File: src/bfl_pkg.sv
// shared constants for the backlight fade, sink group and regulator register bank
package bfl_pkg;
    localparam int ADDR_W = 4;
    localparam int DATA_W = 6;
    localparam int CODE_W = 5;
    localparam int SINKS = 5;
    localparam int MV_W = 12;
    localparam int RATE_W = 2;
    localparam int TMR_W = 6;

    localparam logic [ADDR_W-1:0] ADDR_SINK_EN = 4'h0;
    localparam logic [ADDR_W-1:0] ADDR_MAIN_CUR = 4'h1;
    localparam logic [ADDR_W-1:0] ADDR_SUB_CUR = 4'h2;
    localparam logic [ADDR_W-1:0] ADDR_REG_TWO = 4'h6;
    localparam logic [ADDR_W-1:0] ADDR_REG_THREE = 4'h7;
    localparam logic [ADDR_W-1:0] ADDR_REG_FOUR = 4'h8;
    localparam logic [ADDR_W-1:0] ADDR_FADE = 4'h9;
    localparam logic [ADDR_W-1:0] ADDR_GROUP = 4'ha;

    // field positions of the fade control register
    localparam int FADE_MAIN_EN_BIT = 0;
    localparam int FADE_MAIN_RATE_LSB = 1;
    localparam int FADE_SUB_EN_BIT = 3;
    localparam int FADE_SUB_RATE_LSB = 4;
    localparam int REG_TWO_W = 3;
    localparam int REG_WIDE_W = 4;
    localparam int GROUP_W = 3;

    localparam logic [DATA_W-1:0] RESET_VALUE = 6'h00;

    // timebase
    localparam int CLK_HZ = 40_000_000;
    localparam int STEP_UNIT_MS = 1;
    localparam int MS_CYCLES = CLK_HZ / 1000 * STEP_UNIT_MS;

    localparam logic [TMR_W-1:0] RATE0_MS = 6'h20;
    localparam logic [TMR_W-1:0] RATE1_MS = 6'h18;
    localparam logic [TMR_W-1:0] RATE2_MS = 6'h10;
    localparam logic [TMR_W-1:0] RATE3_MS = 6'h08;

    // regulator millivolt figures
    localparam logic [MV_W-1:0] MV_OFF = 12'h000;
    localparam logic [MV_W-1:0] MV_STEP = 12'h064;
    localparam logic [MV_W-1:0] MV_TWO_TOP = 12'h708;
    localparam logic [MV_W-1:0] MV_WIDE_TOP = 12'hce4;
    localparam logic [MV_W-1:0] MV_WIDE_LOW_2V2 = 12'h898;
    localparam logic [MV_W-1:0] MV_WIDE_BOT_TOP = 12'h708;
    localparam logic [REG_WIDE_W-1:0] WIDE_2V2_CODE = 4'hb;
    localparam logic [REG_WIDE_W-1:0] WIDE_BOT_CODE = 4'hc;

    function automatic logic [MV_W-1:0] two_mv(input logic [REG_TWO_W-1:0] c);
        two_mv = (c == 3'h0) ? MV_OFF :
            MV_TWO_TOP - MV_STEP * {9'h000, c - 3'h1};
    endfunction

    function automatic logic [MV_W-1:0] wide_mv(input logic [REG_WIDE_W-1:0] c);
        if (c == 4'h0) begin
            wide_mv = MV_OFF;
        end else if (c < WIDE_2V2_CODE) begin
            wide_mv = MV_WIDE_TOP - MV_STEP * {8'h00, c - 4'h1};
        end else if (c == WIDE_2V2_CODE) begin
            wide_mv = MV_WIDE_LOW_2V2;
        end else begin
            wide_mv = MV_WIDE_BOT_TOP - MV_STEP * {8'h00, c - WIDE_BOT_CODE};
        end
    endfunction

    function automatic logic [TMR_W-1:0] rate_ms(input logic [RATE_W-1:0] r);
        case (r)
            2'h0: rate_ms = RATE0_MS;
            2'h1: rate_ms = RATE1_MS;
            2'h2: rate_ms = RATE2_MS;
            default: rate_ms = RATE3_MS;
        endcase
    endfunction

    // main sink mask per group code; unlisted codes keep all five in main
    function automatic logic [SINKS-1:0] main_mask(input logic [GROUP_W-1:0] g);
        case (g)
            3'h1: main_mask = 5'h1f;
            3'h2: main_mask = 5'h0f;
            3'h3: main_mask = 5'h07;
            3'h4: main_mask = 5'h03;
            3'h5: main_mask = 5'h01;
            default: main_mask = 5'h1f;
        endcase
    endfunction
endpackage
File: src/bfl_bank.sv
// write-only control bank: regulator codes, backlight fade ramps, sink groups
// Summary of operation
// - regulator two 3-bit code: 0 off, 1 is 1.8V, each step 0.1V lower.
// - regulator three 4-bit code: 0 off, 3.3V down to 2.4V, 2.2V, 1.8-1.5V.
// - regulator four uses the same code mapping as regulator three.
// - regulator four is off unless its external enable pin is high.
// - unused upper register bits are written zero and ignored here.
// - main step interval from fade bits 2:1: 32, 24, 16, 8 ms.
// - sub step interval from fade bits 5:4 with the same encoding.
// - main fade enabled: new main code ramps one step per interval.
// - step count equals absolute difference between old and new codes.
// - clearing fade enable mid-ramp applies the target code at once.
// - fade disabled: a new current code applies immediately.
// - rate bits may change anytime; following steps use the new interval.
// - sub fade enabled: sub code ramps independently at the sub interval.
// - group code 1..5 places sinks one-five down to sink one in main.
// - sinks not in main belong to the sub group.
// - main current is a 5-bit code shared by all main sinks; zero is off.
// - each sink conducts only while its enable bit is set.
// - all control registers are write-only; nothing reads back.
`timescale 1ns/1ps
`default_nettype none
module bfl_bank #(
    parameter int MS_CYCLES = bfl_pkg::MS_CYCLES
) (
    input wire logic clk,
    input wire logic arst_n,
    input wire logic wr_en,
    input wire logic [bfl_pkg::ADDR_W-1:0] wr_addr,
    input wire logic [bfl_pkg::DATA_W-1:0] wr_data,
    input wire logic reg_four_enable_pin,
    output logic [bfl_pkg::MV_W-1:0] regulator_two_mv,
    output logic [bfl_pkg::MV_W-1:0] regulator_three_mv,
    output logic [bfl_pkg::MV_W-1:0] regulator_four_mv,
    output logic [bfl_pkg::SINKS-1:0] sink_on,
    output logic [bfl_pkg::SINKS-1:0] sink_in_main,
    output logic [bfl_pkg::SINKS*bfl_pkg::CODE_W-1:0] sink_code,
    output logic [bfl_pkg::CODE_W-1:0] main_current_code,
    output logic [bfl_pkg::CODE_W-1:0] sub_current_code,
    output logic main_ramp_busy,
    output logic sub_ramp_busy
);
    localparam int CODE_W = bfl_pkg::CODE_W;
    localparam int SINKS = bfl_pkg::SINKS;
    localparam int TMR_W = bfl_pkg::TMR_W;
    localparam int PRE_W = $clog2(MS_CYCLES + 1);
    localparam logic [PRE_W-1:0] PRE_LAST = PRE_W'(MS_CYCLES - 1);

    logic [SINKS-1:0] sink_en_q;
    logic [CODE_W-1:0] main_target_q;
    logic [CODE_W-1:0] sub_target_q;
    logic [bfl_pkg::REG_TWO_W-1:0] reg_two_q;
    logic [bfl_pkg::REG_WIDE_W-1:0] reg_three_q;
    logic [bfl_pkg::REG_WIDE_W-1:0] reg_four_q;
    logic main_ramp_enable;
    logic [bfl_pkg::RATE_W-1:0] main_ramp_rate;
    logic sub_ramp_enable;
    logic [bfl_pkg::RATE_W-1:0] sub_ramp_rate;
    logic [bfl_pkg::GROUP_W-1:0] group_code_q;

    // register writes, unused upper bits dropped
    always_ff @(posedge clk or negedge arst_n) begin
        if (!arst_n) begin
            sink_en_q <= '0;
            main_target_q <= '0;
            sub_target_q <= '0;
            reg_two_q <= '0;
            reg_three_q <= '0;
            reg_four_q <= '0;
            main_ramp_enable <= 1'b0;
            main_ramp_rate <= '0;
            sub_ramp_enable <= 1'b0;
            sub_ramp_rate <= '0;
            group_code_q <= '0;
        end else if (wr_en) begin
            case (wr_addr)
                bfl_pkg::ADDR_SINK_EN: sink_en_q <= wr_data[SINKS-1:0];
                bfl_pkg::ADDR_MAIN_CUR: main_target_q <= wr_data[CODE_W-1:0];
                bfl_pkg::ADDR_SUB_CUR: sub_target_q <= wr_data[CODE_W-1:0];
                bfl_pkg::ADDR_REG_TWO: reg_two_q <= wr_data[bfl_pkg::REG_TWO_W-1:0];
                bfl_pkg::ADDR_REG_THREE: reg_three_q <= wr_data[bfl_pkg::REG_WIDE_W-1:0];
                bfl_pkg::ADDR_REG_FOUR: reg_four_q <= wr_data[bfl_pkg::REG_WIDE_W-1:0];
                bfl_pkg::ADDR_FADE: begin
                    main_ramp_enable <= wr_data[bfl_pkg::FADE_MAIN_EN_BIT];
                    main_ramp_rate <= wr_data[bfl_pkg::FADE_MAIN_RATE_LSB +: bfl_pkg::RATE_W];
                    sub_ramp_enable <= wr_data[bfl_pkg::FADE_SUB_EN_BIT];
                    sub_ramp_rate <= wr_data[bfl_pkg::FADE_SUB_RATE_LSB +: bfl_pkg::RATE_W];
                end
                bfl_pkg::ADDR_GROUP: group_code_q <= wr_data[bfl_pkg::GROUP_W-1:0];
                default: begin
                end
            endcase
        end
    end

    // enable pin synchroniser, change taken once stages two and three agree
    logic pin_s1_q;
    logic pin_s2_q;
    logic pin_s3_q;
    logic pin_level_q;
    always_ff @(posedge clk or negedge arst_n) begin
        if (!arst_n) begin
            pin_s1_q <= 1'b0;
            pin_s2_q <= 1'b0;
            pin_s3_q <= 1'b0;
            pin_level_q <= 1'b0;
        end else begin
            pin_s1_q <= reg_four_enable_pin;
            pin_s2_q <= pin_s1_q;
            pin_s3_q <= pin_s2_q;
            if (pin_s2_q == pin_s3_q) begin
                pin_level_q <= pin_s3_q;
            end
        end
    end

    // regulator code decode
    always_ff @(posedge clk or negedge arst_n) begin
        if (!arst_n) begin
            regulator_two_mv <= bfl_pkg::MV_OFF;
            regulator_three_mv <= bfl_pkg::MV_OFF;
            regulator_four_mv <= bfl_pkg::MV_OFF;
        end else begin
            regulator_two_mv <= bfl_pkg::two_mv(reg_two_q);
            regulator_three_mv <= bfl_pkg::wide_mv(reg_three_q);
            regulator_four_mv <= pin_level_q ? bfl_pkg::wide_mv(reg_four_q)
                : bfl_pkg::MV_OFF;
        end
    end

    // millisecond tick
    logic [PRE_W-1:0] pre_q;
    logic ms_tick;
    assign ms_tick = (pre_q == PRE_LAST);
    always_ff @(posedge clk or negedge arst_n) begin
        if (!arst_n) begin
            pre_q <= '0;
        end else if (ms_tick) begin
            pre_q <= '0;
        end else begin
            pre_q <= pre_q + 1'b1;
        end
    end

    // one ramp engine per group: 0 main, 1 sub
    logic [1:0] g_en;
    logic [1:0][bfl_pkg::RATE_W-1:0] g_rate;
    logic [1:0][CODE_W-1:0] g_target;
    logic [1:0][CODE_W-1:0] g_applied_q;
    logic [1:0] g_busy;
    assign g_en = {sub_ramp_enable, main_ramp_enable};
    assign g_rate = {sub_ramp_rate, main_ramp_rate};
    assign g_target = {sub_target_q, main_target_q};

    genvar g;
    generate
        for (g = 0; g < 2; g++) begin : gen_ramp
            logic [TMR_W-1:0] tmr_q;
            logic [TMR_W-1:0] interval;
            logic [CODE_W-1:0] applied_q;
            logic step_due;
            assign interval = bfl_pkg::rate_ms(g_rate[g]);
            assign g_applied_q[g] = applied_q;
            assign g_busy[g] = (applied_q != g_target[g]);
            assign step_due = ms_tick && (tmr_q >= interval - 1'b1);
            always_ff @(posedge clk or negedge arst_n) begin
                if (!arst_n) begin
                    applied_q <= '0;
                end else if (!g_en[g]) begin
                    applied_q <= g_target[g];
                end else if (g_busy[g] && step_due) begin
                    if (applied_q < g_target[g]) begin
                        applied_q <= applied_q + 1'b1;
                    end else begin
                        applied_q <= applied_q - 1'b1;
                    end
                end
            end
            always_ff @(posedge clk or negedge arst_n) begin
                if (!arst_n) begin
                    tmr_q <= '0;
                end else if (!g_en[g] || !g_busy[g] || step_due) begin
                    tmr_q <= '0;
                end else if (ms_tick) begin
                    tmr_q <= tmr_q + 1'b1;
                end
            end
        end
    endgenerate

    assign main_ramp_busy = g_busy[0];
    assign sub_ramp_busy = g_busy[1];
    assign main_current_code = g_applied_q[0];
    assign sub_current_code = g_applied_q[1];

    // sink mapping
    logic [SINKS-1:0] mask;
    assign mask = bfl_pkg::main_mask(group_code_q);
    always_ff @(posedge clk or negedge arst_n) begin
        if (!arst_n) begin
            sink_on <= '0;
            sink_in_main <= '0;
            sink_code <= '0;
        end else begin
            sink_on <= sink_en_q;
            sink_in_main <= mask;
            for (int i = 0; i < SINKS; i++) begin
                sink_code[i*CODE_W +: CODE_W] <= mask[i] ? g_applied_q[0]
                    : g_applied_q[1];
            end
        end
    end
endmodule
`default_nettype wire

File: config.mk
export PLATFORM = sky130hd
export DESIGN_NAME = bfl_bank
export DESIGN_NICKNAME = d
export VERILOG_FILES = /design/src/bfl_pkg.sv /design/src/bfl_bank.sv
export SDC_FILE = /design/constraint.sdc
export NUM_CORES = 1
export LEC_CHECK = 0
export BUFFER_PORTS_ARGS = -buffer_cell sky130_fd_sc_hd__buf_2
export CORE_ASPECT_RATIO = 1.25
export CORE_MARGIN = 2
export CORE_UTILIZATION = 46
export CTS_CLUSTER_DIAMETER = 200
export DETAILED_ROUTE_END_ITERATION = 10
export PLACE_DENSITY = 0.74
export SYNTH_ARGS = -nofsm -noshare
export SYNTH_HDL_FRONTEND = slang
export SYNTH_SLANG_ARGS = --single-unit
File: constraint.sdc
create_clock -name clk -period 6.4 [get_ports clk]
set_input_delay 1.28 -clock clk [delete_from_list [all_inputs] [get_ports clk]]
set_output_delay 1.28 -clock clk [all_outputs]
set_load 0.01 [all_outputs]
==> flow_summary.json <==
{
  "status": "complete, no violations",
  "rsz0062_at_grt": "no",
  "cp-start-kind": "flip-flop",
  "powerDensity_mw_per_mm2": 493,
  "clock.fmax_ghz": 0.300,
  "mostFrequentLayoutCells": "dfrtp_1 (141), buf_2 (88), ha_1 (85), nor2_1 (64), nand2_1 (60)",
  "clkSlewWorstSetupHoldPaths_ns": 0.07,
  "portBuffers": 89,
  "worstSetupPathType": "reg -> reg",
  "postCtsHoldBufs": 0,
  "hold_depth": 0,
  "dr_wl_met3_um": 635,
  "wl_met1_um": 6680,
  "cts_tree": "done",
  "cts_setup_buffers": 0,
  "timing.final.crit_period_ns": 3.33,
  "dp_hpwl_um": 11200,
  "core_mm2": 0.0166,
  "via_count": 5372,
  "hold_violations": 0,
  "synth_edf_count": 0,
  "die_y_um": 149,
  "grt_max_degree": 76,
  "slew_viol_final": 0,
  "drc": 0,
  "gr-total-overflow": 0,
  "first_pass_iters": 4,
  "relSlewSlack_pct": 44.1,
  "multi_input_area_mm2": 0.00401,
  "finClkSkew_ns": 0.00988,
  "cts_resized": 0,
  "dp.cells": 1018,
  "track_usage_pct": 18.3,
  "routedWlPerCell_um": 14.8,
  "p_leak_nw": 4.42,
  "ys_seq_area_share_pct": 45.5,
  "ys_types": 52,
  "worstHoldEndpoint": "pin_s2_q",
  "grt_pass1_wl_um": 26100,
  "hold_start": "pin_s1_q",
  "numClockSinks": 141,
  "totalWireLength_um": 15500,
  "synth_area_per_cell_um2": 10.8,
  "crit_start": "reg_three_q[2]",
  "rows": 53,
  "path_max_fanout": 9,
  "routed.top_layer": "met4",
  "syn_inst": 718,
  "netlist_area_mm2": 0.00776,
  "wl_met2_um": 7860,
  "die_w_um": 120,
  "die_area_mm2": 0.0179,
  "vdd_ir_drop_max_mv": 0.328,
  "clk_path_buf_depth": 2,
  "endpoint_kind": "flip-flop",
  "drive_above_1_share_pct": 21.0,
  "start_util_pct": 46.6,
  "place.gp.congestion": 0.872,
  "mostFrequentLayoutCell": "dfrtp_1",
  "r2r-end": "regulator_three_mv[10]",
  "utilization_pct": 54.4,
  "tns_ns": 0,
  "reg2reg_slack_ns": 3.07,
  "first_global_vias": 5351,
  "tightest_slew_ns": 0.837,
  "worstRegToRegCells": 14,
  "hold_class": "reg -> reg",
  "ff_latch_area_mm2": 0.00353,
  "hold_slack_ns": 0.366,
  "finalNonFillerCells": 1051,
  "setup_viol": 0,
  "fin_crit_sh_pct": 52.0,
  "ys.flop_type": "dfrtp_1",
  "ant_nets": 0,
  "ios": 97,
  "nets": 922,
  "cts-root-buf": "clkbuf_16",
  "numCtsBuffers": 17,
  "viasPerCell": 5.11,
  "htreeDepth": 4,
  "maxCapViolCount": 0,
  "ys_warn_count": 0,
  "clock_latency_ns": 0.42,
  "area_growth_pct": 16.7,
  "crit_arrival_ns": 3.65,
  "crit_required_ns": 6.72,
  "fillers": 1434,
  "synth_seq_cells": 141,
  "async_flop_share_pct": 100,
  "r2r-start": "reg_three_q[2]",
  "drt_iter0_drc": 304,
  "antenna_found_initial": 1
}
## final cells by class
| cell class | instances | share of cell area [%] |
|---|---|---|
| inverter | 43 | 1.78 |
| clock inverter | 15 | 2.16 |
| timing repair buffer | 90 | 5.07 |
| multi-input combinational | 524 | 44.3 |
| antenna | 1 | 0.0276 |
| sequential | 141 | 39.0 |
| clock buffer | 17 | 4.70 |
| tap | 220 | 3.04 |
## synth_stat cells, types with 2 or more instances
cell,n,area [um2]
a211oi_1,10,75.1
a21boi_0,2,15.0
a21o_1,8,60.1
a21oi_1,32,160
a221oi_1,2,17.5
a31oi_1,6,37.5
and2_1,3,18.8
and3_1,5,31.3
and3b_1,3,26.3
buf_4,7,52.6
clkbuf_1,8,30.0
conb_1,2,7.51
dfrtp_1,141,3530
fa_1,6,120
ha_1,85,1060
inv_1,43,161
mux2_2,40,450
mux2i_1,10,100
nand2_1,60,225
nand2_2,2,12.5
nand2b_1,5,31.3
nand3_1,13,65.1
nand3_2,2,20.0
nand3b_1,6,45.0
nand4_1,9,56.3
nor2_1,64,240
nor2b_1,6,37.5
nor3_1,10,50.1
nor3b_1,4,30.0
nor4_1,3,18.8
o21a_1,2,15.0
o21ai_0,23,115
or2_2,4,25.0
or3_1,3,18.8
xnor2_1,36,315
xor2_1,37,324
## metal layers
metal | track usage (%) | vias to the layer above
met4 | 7.82 | 0
met2 | 31.9 | 119
li1 | - | 2635
met1 | 21.7 | 2587
met5 | 0 | -
met3 | 3.71 | 31
## critical path: stages (launching register included)
cell      delay, ns
dfrtp_1        0.54
inv_1          0.24
ha_1           0.24
nand2_1        0.06
nand2_1        0.06
xnor2_1        0.28
ha_1           0.21
ha_1           0.17
inv_1          0.06
fa_1           0.52
a211oi_1       0.08
nor4_1         0.32
xnor2_1        0.16
nor2_1         0.06
a211oi_1       0.24
## through the flow
step           instance area, um2  power [W]  setup slack (ns)
5_1_grt                      9050    0.00482              2.77
6_report                     9050    0.00447              3.07
2_1_floorplan                7780    0.00286              3.43
3_5_place_dp                 8430    0.00343              3.05
4_1_cts                      9050    0.00449              3.06
3_3_place_gp                 8430    0.00339              3.15
## registers in the layout (all words and copies together), names as in the netlist, 4 cells and up
register            cells
gen_ramp.tmr_q         12
main_current_code       5
main_target_q           5
pre_q                  16
reg_four_q              4
reg_three_q             4
regulator_four_mv      10
regulator_three_mv     10
regulator_two_mv        9
sink_code              25
sink_en_q               5
sink_in_main            5
sink_on                 5
sub_current_code        5
sub_target_q            5
## where the power goes
group | leakage [nW] | switching [W] | internal, W
clock | 0.303 | 0.000433 | 0.000598
combinational | 2.38 | 0.00117 | 0.000946
sequential | 1.74 | 0.000175 | 0.00114
total | 4.42 | 0.00178 | 0.00269
## worst max-delay path by stage
stage	endpoint	cells past startpoint	slack [ns]
finish	regulator_three_mv[10]	14	3.07
global route	regulator_three_mv[10]	14	2.77
CTS	regulator_three_mv[10]	14	3.06
detailed placement	regulator_three_mv[10]	14	3.05
global placement	regulator_three_mv[10]	14	3.15
floorplan	regulator_three_mv[10]	10	3.43
## cell families (layout without fill, tap and decap cells)
logic type      after synthesis  after routing  synth area share (%)
simple gates                206            206                  12.9
flops                       141            141                  45.5
compound gates               95             95                  7.59
fa+ha+maj                    92             92                  15.4
xor+xnor                     73             73                  8.24
buf+inv                      59            165                  3.21
mux                          50             50                  7.09
other cells                   2              9                0.0967
Power figures use the tool's default switching activity.
